`src/rtl/lbi_pkg.sv`:
```
// Function
// - Fade-on code 0011 in the upper nibble gives a 192 ms upward ramp.
// - Fully-on code 0101 in the upper nibble holds outputs on 384 ms.
// - First fully-off code 0110 in the upper nibble holds outputs off 512 ms.
// - Fade-off code 0011 in the upper nibble gives a 192 ms downward ramp.
// - Peak register: upper nibble drives upper dimmer, lower nibble lower dimmer.
// - Peak register is the auto-increment destination after second fully-off time.
// - Both peak codes reset to 1111, full brightness.
// - Brightness is set by low-time duty within a fixed 8 ms period.
// - Writing 1111 0000 to the peak register gives the upper group full intensity.
// - Writing 0111 0000 to the peak register gives the upper group half intensity.
// - Low share of each period equals brightness; 25% is 2 ms low, 6 ms released.
// - 12.5% is 1 ms low of 8 ms; 37.5% is 3 ms low of 8 ms.
// - Output i state comes from bit i of the three state planes.
// - Timing codes reset to 4 (256 ms); code 15 means 16320 ms.
// - With auto-increment, low four pointer bits step after each stored byte.
package lbi_pkg;

	// Register pointers in auto-increment order.
	localparam logic [3:0] ADDR_PLANE_A   = 4'h0;
	localparam logic [3:0] ADDR_PLANE_B   = 4'h1;
	localparam logic [3:0] ADDR_PLANE_C   = 4'h2;
	localparam logic [3:0] ADDR_FADE_ON   = 4'h3;
	localparam logic [3:0] ADDR_FULL_ON   = 4'h4;
	localparam logic [3:0] ADDR_FADE_OFF  = 4'h5;
	localparam logic [3:0] ADDR_FIRST_OFF = 4'h6;
	localparam logic [3:0] ADDR_SECOND_OFF = 4'h7;
	localparam logic [3:0] ADDR_PEAK      = 4'h8;

	// Command byte fields.
	localparam int CMD_AI_BIT = 4;

	// Nibble positions of the two channel groups.
	localparam int UPPER_LSB = 4;
	localparam int LOWER_LSB = 0;

	// Reset values.
	localparam logic [7:0] RST_PLANE = 8'h00;
	localparam logic [7:0] RST_TIME  = 8'h44;
	localparam logic [7:0] RST_PEAK  = 8'hff;

	// Timing, at a 125 MHz clock.
	localparam int CLK_PERIOD_NS = 8;
	localparam int MS_NS         = 1000000;
	localparam int CYC_PER_MS    = MS_NS / CLK_PERIOD_NS;
	localparam int PWM_PERIOD_MS = 8;
	localparam int PWM_SLOTS     = 16;
	localparam int SLOT_NS       = PWM_PERIOD_MS * MS_NS / PWM_SLOTS;
	localparam int SLOT_CYC      = SLOT_NS / CLK_PERIOD_NS;

	// Register write strobes from the serial slave.
	typedef struct packed {
		logic       cmd_valid;
		logic       data_valid;
		logic [7:0] wbyte;
	} lbi_wr_t;

	typedef enum logic [1:0] {PH_FADE_ON, PH_ON, PH_FADE_OFF, PH_OFF} lbi_phase_t;

	typedef struct packed {
		lbi_phase_t  phase;
		logic [13:0] elapsed;
		logic        use_second;
	} lbi_bank_t;

	// Blink timing code to milliseconds.
	// code to time
	function automatic logic [13:0] lbi_code_ms(input logic [3:0] code);
		case (code)
			4'h0:    lbi_code_ms = 14'h0000;
			4'h1:    lbi_code_ms = 14'h0040;
			4'h2:    lbi_code_ms = 14'h0080;
			4'h3:    lbi_code_ms = 14'h00c0;
			4'h4:    lbi_code_ms = 14'h0100;
			4'h5:    lbi_code_ms = 14'h0180;
			4'h6:    lbi_code_ms = 14'h0200;
			4'h7:    lbi_code_ms = 14'h0300;
			4'h8:    lbi_code_ms = 14'h0400;
			4'h9:    lbi_code_ms = 14'h0600;
			4'ha:    lbi_code_ms = 14'h0800;
			4'hb:    lbi_code_ms = 14'h0c00;
			4'hc:    lbi_code_ms = 14'h1000;
			4'hd:    lbi_code_ms = 14'h1680;
			4'he:    lbi_code_ms = 14'h1fc0;
			default: lbi_code_ms = 14'h3fc0;
		endcase
	endfunction

	// Nibble of a register belonging to a group (1 upper, 0 lower).
	// group nibble select
	function automatic logic [3:0] lbi_nib(input logic [7:0] r, input logic grp);
		lbi_nib = grp ? r[UPPER_LSB +: 4] : r[LOWER_LSB +: 4];
	endfunction

endpackage

```
`src/rtl/lbi_top.sv`:
```
`timescale 1ns/1ps
module lbi_top
	import lbi_pkg::*;
#(
	parameter int CYC_MS  = CYC_PER_MS,
	parameter int CYC_SLT = SLOT_CYC
) (
	input  wire logic          clk,               // 125 MHz clock.
	input  wire logic          nrst,              // Asynchronous reset, active low.
	input  wire lbi_wr_t       wr,                // Command and data byte strobes.
	output logic [6:0]         led_output_line_o, // Pin level when driven, always low.
	output logic [6:0]         led_output_line_oe,// High while the pin is pulled low.
	output lbi_phase_t [1:0]   bank_phase         // Phase of upper [1] and lower [0] group.
);

	typedef struct packed {
		logic [8:0][7:0] regs;
		logic [3:0]      ptr;
		logic            ai;
		logic [16:0]     presc;
		logic [19:0]     slot_cnt;
		logic [3:0]      slot;
		lbi_bank_t [1:0] bank;
		logic [6:0]      led_low;
		logic [6:0]      led_lvl;
	} lbi_state_t;

	lbi_state_t q;
	lbi_state_t d;
	logic [1:0] rsync_q;
	logic       rst_n;

	// Reset is released through two flops so every flop leaves reset on the same edge.
	always_ff @(posedge clk or negedge nrst) begin
		if (!nrst) begin
			rsync_q <= 2'h0;
		end else begin
			rsync_q <= {rsync_q[0], 1'b1};
		end
	end
	assign rst_n = rsync_q[1];

	// Duration of the active phase for a group.
	// phase time select
	function automatic logic [13:0] phase_ms(input lbi_state_t s, input logic g);
		logic [7:0] r;
		r = s.regs[ADDR_FADE_ON];
		case (s.bank[g].phase)
			PH_FADE_ON:  r = s.regs[ADDR_FADE_ON];
			PH_ON:       r = s.regs[ADDR_FULL_ON];
			PH_FADE_OFF: r = s.regs[ADDR_FADE_OFF];
			PH_OFF:      r = s.bank[g].use_second ? s.regs[ADDR_SECOND_OFF]
			                                      : s.regs[ADDR_FIRST_OFF];
			default:     r = s.regs[ADDR_FADE_ON];
		endcase
		phase_ms = lbi_code_ms(lbi_nib(r, g));
	endfunction

	// Steady dimmer: low while the slot is below peak+1 of sixteen.
	// duty from peak
	function automatic logic steady_low(input lbi_state_t s, input logic g);
		steady_low = {1'b0, s.slot} < ({1'b0, lbi_nib(s.regs[ADDR_PEAK], g)} + 5'h01);
	endfunction

	// Blinking group: fade-on scales the peak duty by elapsed over duration, fade-off by remaining time over duration.
	function automatic logic blink_low(input lbi_state_t s, input logic g);
		logic [13:0] dur;
		logic [19:0] lhs;
		logic [19:0] pk;
		dur = phase_ms(s, g);
		lhs = 20'(s.slot) * 20'(dur);
		pk  = 20'(lbi_nib(s.regs[ADDR_PEAK], g)) + 20'h1;
		case (s.bank[g].phase)
			PH_FADE_ON:  blink_low = lhs < pk * 20'(s.bank[g].elapsed);
			PH_ON:       blink_low = steady_low(s, g);
			PH_FADE_OFF: blink_low = lhs < pk * 20'(dur - s.bank[g].elapsed);
			default:     blink_low = 1'b0;
		endcase
	endfunction

	// Next-state logic for the whole block.
	always_comb begin
		logic       ms_tick;
		logic [2:0] sel;
		logic [13:0] dur;
		ms_tick = 1'b0;
		sel     = 3'h0;
		dur     = 14'h0000;
		d       = q;
		// Millisecond tick for the blink sequencers.
		if (q.presc == 17'(CYC_MS - 1)) begin
			d.presc = 17'h00000;
			ms_tick = 1'b1;
		end else begin
			d.presc = q.presc + 17'h00001;
		end
		// fixed PWM period
		// Sixteen slots of half a millisecond make up the 8 ms period.
		if (q.slot_cnt == 20'(CYC_SLT - 1)) begin
			d.slot_cnt = 20'h00000;
			d.slot     = q.slot + 4'h1;
		end else begin
			d.slot_cnt = q.slot_cnt + 20'h00001;
		end
		// pointer auto-increment
		// A command loads the pointer; each data byte stores (pointer up to 8) and, with auto-increment set, then steps it.
		if (wr.cmd_valid) begin
			d.ptr = wr.wbyte[3:0];
			d.ai  = wr.wbyte[CMD_AI_BIT];
		end else if (wr.data_valid) begin
			if (q.ptr <= ADDR_PEAK) begin
				d.regs[q.ptr] = wr.wbyte;
			end
			if (q.ai) begin
				d.ptr = q.ptr + 4'h1;
			end
		end
		// phase sequencer
		// Zero-length phases still last one tick, which keeps the sequencer simple.
		for (int g = 0; g < 2; g++) begin
			dur = phase_ms(q, g[0]);
			if (ms_tick) begin
				if (14'(q.bank[g].elapsed + 14'h0001) >= dur) begin
					d.bank[g].elapsed = 14'h0000;
					case (q.bank[g].phase)
						PH_FADE_ON:  d.bank[g].phase = PH_ON;
						PH_ON:       d.bank[g].phase = PH_FADE_OFF;
						PH_FADE_OFF: d.bank[g].phase = PH_OFF;
						PH_OFF: begin
							d.bank[g].phase      = PH_FADE_ON;
							d.bank[g].use_second = ~q.bank[g].use_second;
						end
						default:     d.bank[g].phase = PH_FADE_ON;
					endcase
				end else begin
					d.bank[g].elapsed = q.bank[g].elapsed + 14'h0001;
				end
			end
		end
		// plane decode
		// Each output takes its state from the same bit of the three planes.
		for (int i = 0; i < 7; i++) begin
			sel = {q.regs[ADDR_PLANE_C][i], q.regs[ADDR_PLANE_B][i], q.regs[ADDR_PLANE_A][i]};
			case (sel)
				3'h2:    d.led_low[i] = steady_low(q, 1'b0);
				3'h3:    d.led_low[i] = steady_low(q, 1'b1);
				3'h4,
				3'h5:    d.led_low[i] = 1'b1;
				3'h6:    d.led_low[i] = blink_low(q, 1'b0);
				3'h7:    d.led_low[i] = blink_low(q, 1'b1);
				default: d.led_low[i] = 1'b0;
			endcase
		end
		d.led_lvl = 7'h00;
	end

	// State register; the time registers come up at 256 ms, peak at full scale.
	always_ff @(posedge clk or negedge rst_n) begin
		if (!rst_n) begin
			q <= '0;
			q.regs[ADDR_PLANE_A]    <= RST_PLANE;
			q.regs[ADDR_PLANE_B]    <= RST_PLANE;
			q.regs[ADDR_PLANE_C]    <= RST_PLANE;
			q.regs[ADDR_FADE_ON]    <= RST_TIME;
			q.regs[ADDR_FULL_ON]    <= RST_TIME;
			q.regs[ADDR_FADE_OFF]   <= RST_TIME;
			q.regs[ADDR_FIRST_OFF]  <= RST_TIME;
			q.regs[ADDR_SECOND_OFF] <= RST_TIME;
			q.regs[ADDR_PEAK]       <= RST_PEAK;
		end else begin
			q <= d;
		end
	end

	// Open-drain outputs come straight from the state register.
	assign led_output_line_o  = q.led_lvl;
	assign led_output_line_oe = q.led_low;
	assign bank_phase[1]      = q.bank[1].phase;
	assign bank_phase[0]      = q.bank[0].phase;

	AST_PEAK_RESET: assert property (@(posedge clk) $rose(rst_n) |->
		q.regs[ADDR_PEAK] == RST_PEAK) else $error("Peak code not full after reset.");

	AST_TIME_RESET: assert property (@(posedge clk) $rose(rst_n) |->
		q.regs[ADDR_FADE_ON] == RST_TIME && q.regs[ADDR_SECOND_OFF] == RST_TIME
		&& lbi_code_ms(lbi_nib(q.regs[ADDR_FULL_ON], 1'b1)) == 14'h0100)
		else $error("Timing code not 256 ms after reset.");

	AST_AUTO_INC: assert property (@(posedge clk) disable iff (!rst_n)
		wr.data_valid && !wr.cmd_valid && q.ai |=> q.ptr == 4'($past(q.ptr) + 4'h1))
		else $error("Pointer did not step after data byte.");

	AST_PEAK_STORE: assert property (@(posedge clk) disable iff (!rst_n)
		wr.data_valid && !wr.cmd_valid && q.ptr == ADDR_SECOND_OFF && q.ai
		##1 wr.data_valid && !wr.cmd_valid |=> q.regs[ADDR_PEAK] == $past(wr.wbyte))
		else $error("Byte after second off time did not reach peak register.");

	AST_FULL_LOW: assert property (@(posedge clk) disable iff (!rst_n)
		q.regs[ADDR_PEAK][7:4] == 4'hf && q.regs[ADDR_PLANE_A][0] && q.regs[ADDR_PLANE_B][0]
		&& !q.regs[ADDR_PLANE_C][0] && !wr.data_valid |=> q.led_low[0])
		else $error("Full upper peak did not hold output low.");

	AST_HALF_DUTY: assert property (@(posedge clk) disable iff (!rst_n)
		q.regs[ADDR_PEAK][7:4] == 4'h7 && q.regs[ADDR_PLANE_A][0] && q.regs[ADDR_PLANE_B][0]
		&& !q.regs[ADDR_PLANE_C][0] && !wr.data_valid |=> q.led_low[0] == ($past(q.slot) < 4'h8))
		else $error("Half peak duty wrong.");

	AST_QUARTER_DUTY: assert property (@(posedge clk) disable iff (!rst_n)
		q.regs[ADDR_PEAK][7:4] == 4'h3 && q.regs[ADDR_PLANE_A][0] && q.regs[ADDR_PLANE_B][0]
		&& !q.regs[ADDR_PLANE_C][0] |=> q.led_low[0] == ($past(q.slot) < 4'h4))
		else $error("Quarter peak duty wrong.");

	AST_OFF_STATE: assert property (@(posedge clk) disable iff (!rst_n)
		!q.regs[ADDR_PLANE_B][3] && !q.regs[ADDR_PLANE_C][3] && !wr.data_valid |=> !q.led_low[3])
		else $error("Output driven while planes select off.");

	AST_PHASE_ORDER: assert property (@(posedge clk) disable iff (!rst_n)
		q.bank[1].phase != $past(q.bank[1].phase) && $past(q.bank[1].phase) == PH_FADE_ON
		|-> q.bank[1].phase == PH_ON) else $error("Fade-on not followed by fully-on.");

	AST_BLINK_OFF: assert property (@(posedge clk) disable iff (!rst_n)
		q.bank[1].phase == PH_OFF && q.regs[ADDR_PLANE_C][1] && q.regs[ADDR_PLANE_A][1]
		&& q.regs[ADDR_PLANE_B][1] && !wr.data_valid ##1 q.bank[1].phase == PH_OFF
		|-> !q.led_low[1]) else $error("Blinking output low during off phase.");

endmodule

```
`config.mk`:
```
export PLATFORM = sky130hd
export DESIGN_NAME = lbi_top
export DESIGN_NICKNAME = d
export VERILOG_FILES = /design/src/rtl/lbi_pkg.sv /design/src/rtl/lbi_top.sv
export SDC_FILE = /design/constraint.sdc
export NUM_CORES = 1
export LEC_CHECK = 0
export BUFFER_PORTS_ARGS = -buffer_cell sky130_fd_sc_hd__buf_2
export CAP_MARGIN = 20
export CORE_MARGIN = 8
export CORE_UTILIZATION = 30
export CTS_CLUSTER_SIZE = 30
export DETAILED_ROUTE_END_ITERATION = 6
export SLEW_MARGIN = 20
export SYNTH_ARGS = -nofsm -noshare
export SYNTH_HDL_FRONTEND = slang
export SYNTH_SLANG_ARGS = --single-unit
```
`constraint.sdc`:
```
create_clock -name clk -period 10 [get_ports clk]
set_input_delay 1.5 -clock clk [delete_from_list [all_inputs] [get_ports clk]]
set_output_delay 1.5 -clock clk [all_outputs]
set_load 0.05 [all_outputs]
```
==> flow_summary.json <==
{
  "clockBufferDepth": 2,
  "yosys_warnings": 0,
  "fp.dieH_microns": 280,
  "max_freq_mhz": 110,
  "ioPinCount": 30,
  "synth_cells": 2382,
  "hp-class": "reg2async",
  "port_buffers": 22,
  "grt_use_met2": 0.211,
  "numCtsBuffers": 17,
  "first_pass_iters": 5,
  "fin_tns_setup_ns": 0,
  "antenna_found_initial": 0,
  "period_needed_ns": 9.10,
  "seq_area_sq_mm": 0.00398,
  "slew_viol_final": 0,
  "ant_nets": 0,
  "placeableCoreArea_sq_mm": 0.0695,
  "synthSimpleGateAreaFrac": 0.164,
  "synthArstFlopShare": 1.00,
  "grt_max_degree": 73,
  "skew_ns": 0.00841,
  "fp.dieW_microns": 280,
  "crit_path_end_kind": "register",
  "ys_seq_area_frac": 0.190,
  "cts_resized": 0,
  "rows": 97,
  "worst_ep_arrival_time_ns": 9.37,
  "clk_latency_ns": 0.43,
  "timing_worst_setup_path_type": "reg2reg",
  "drt-total-wl_mm": 47.8,
  "multi_input_area_sq_mm": 0.0153,
  "htreeDepth": 4,
  "slew_headroom": 0.397,
  "stdcell_area_sq_mm": 0.0226,
  "synthMuxAreaShare": 0.0514,
  "setup_viol_count_final": 0,
  "ys_seq_elements": 158,
  "wire_per_inst_microns": 14.4,
  "rr_worst_depth": 35,
  "synth_top_area_frac": 0.178,
  "dieArea_sq_mm": 0.0785,
  "crit_path_frequent_cell": "a21oi_1",
  "yosysMostFrequentCell": "inv_1",
  "startpoint": "bank_phase[0]",
  "clock-sinks": 158,
  "yosys.area_share.adder": 0.336,
  "grt_pass1_wl_mm": 81.0,
  "synth-xor-area-share": 0.0690,
  "ys_types": 80,
  "cts_setup_buffers": 0,
  "cts_tree": "yes",
  "worst_setup_path_start_kind": "register",
  "fill_cells": 7296,
  "maxCapViolations": 0,
  "required_ns": 10.27,
  "synth_top_family_by_area": "adder cells",
  "drt_iter0_drc": 933,
  "grt_use_total": 0.124,
  "synth_area_leaders": "fa_1 (18%), dfrtp_1 (17%), ha_1 (16%)",
  "syn_to_final_growth_pct": 8.01,
  "cts_root_buf": "clkbuf_16",
  "worstReg2RegStart": "bank_phase[0]",
  "hold_viol": 0,
  "grt_overflow": 0,
  "vias_per_cell": 4.73,
  "synthTopCellsByCount": "inv_1 (342), ha_1 (265), nor2_1 (228), nand2_1 (211), fa_1 (186)",
  "netlist_area_sq_mm": 0.0209,
  "final.period_utilization": 0.910,
  "grt_pass1_vias": 15700,
  "rsz0062_at_grt": "false",
  "worstMarginPinSlew_ns": 0.901,
  "final_core_utilization": 0.325,
  "num_vias": 15700,
  "slowest_delay_ns": 0.76,
  "start_util": 0.301,
  "critPathSlowestCell": "a2bb2oi_1",
  "use_met3": 0.0167,
  "final_nets": 2823,
  "use_met1": 0.169,
  "cp_max_fo": 8,
  "post-route-drc-count": 0,
  "placed_cell_area_sq_mm": 0.0220,
  "gp_congestion": 0.831,
  "clk_pin_slew_ns": 0.07,
  "hold-worst-slack_ns": 0.339,
  "yosysTopAreaCell": "fa_1",
  "hold_buffers": 0,
  "synth-main-ff-cell": "dfrtp_1",
  "syn_area_per_cell_sq_um": 8.79,
  "synth-edff-count": 0,
  "dp_hpwl_mm": 38.1,
  "status": "complete, no violations",
  "busiest_layer": "met2",
  "synth_compound_area_frac": 0.109,
  "layout-drive-gt1-share": 0.0868
}
-- layer usage --
metal / share of wire / vias to the layer above
met5: 0 / -
met4: 0.010 / 0
met3: 0.032 / 30
met2: 0.48 / 208
met1: 0.48 / 7658
li1: - / 7780
-- final timing paths --
kind | to | slack, ns
setup / recovery | led_output_line_oe[6] | 0.90
hold / removal | bank_phase[3] | 0.34
setup reg to reg | led_output_line_oe[6] | 0.90
hold reg to reg | bank_phase[3] | 0.34
max in group asynchronous | q[33] | 8.32
min in group clk | rsync_q[1] | 0.35
-- per-stage QoR --
step | worst slack (ns) | instances
final | 0.896 | 3314
after CTS | 0.999 | 3313
after detailed placement | 1.03 | 3281
after global placement | 1.27 | 3281
after floorplan | 2.08 | 2388
after global routing | 0.224 | 3313
-- layout by cell type (no fill, tap or decap), types with 9 or more instances in the layout --
master / netlist / layout
and2_1: 43 / 43
nor2_1: 228 / 228
dfstp_2: 18 / 18
inv_1: 342 / 342
dfrtp_1: 140 / 139
nor2b_1: 37 / 37
a21o_1: 37 / 37
buf_2: 0 / 22
xnor2_1: 96 / 96
xor2_1: 69 / 68
o21a_1: 14 / 14
o22ai_1: 17 / 17
clkbuf_16: 0 / 17
nand4_1: 15 / 15
fa_1: 186 / 186
nand2b_1: 24 / 24
a21oi_1: 96 / 96
o21bai_1: 23 / 23
buf_4: 18 / 19
mux2_2: 84 / 84
o21ai_1: 11 / 11
nand2_1: 211 / 211
o21ai_0: 62 / 62
nand3_1: 45 / 45
ha_1: 265 / 265
and3_1: 41 / 40
mux2i_1: 13 / 13
or2_2: 13 / 13
nor3_1: 39 / 39
a211oi_1: 9 / 9
-- area by class of cell --
cell class | instances | area share
multi-input combinational | 1798 | 0.677
sequential | 158 | 0.176
timing repair buffer | 41 | 0.0112
tap | 940 | 0.0520
clock buffer | 18 | 0.0190
inverter | 344 | 0.0571
antenna | 1 | 0.000111
clock inverter | 14 | 0.00796
-- logic make-up (layout without fill, tap and decap cells) --
family | Yosys count | count (layout)
adders and majority gates | 451 | 451
buffers and inverters | 432 | 417
other | 2 | 9
muxes | 97 | 97
AOI/OAI and AO/OA | 345 | 345
xor gates and xnor gates | 165 | 165
DFF | 158 | 158
and+or+nand+nor | 732 | 732
-- sequential cells by signal (all words and copies together), names as in the netlist --
signal	cells
bank_phase	4
led_output_line_oe	7
q	145
rsync_q	2
-- worst max-delay path: cells and delay by family (launching register included) --
| kind | cells | cell delay (ns) |
|---|---|---|
| buffers and inverters | 4 | 0.35 |
| and+or+nand+nor | 5 | 0.82 |
| xor gates and xnor gates | 2 | 0.49 |
| muxes | 1 | 0.27 |
| AOI/OAI and AO/OA | 16 | 3.86 |
| adders and majority gates | 7 | 2.73 |
| DFF | 1 | 0.40 |
Power is not shown: default switching activity piles up to over one toggle a cycle in this logic, so the estimate is an artifact.
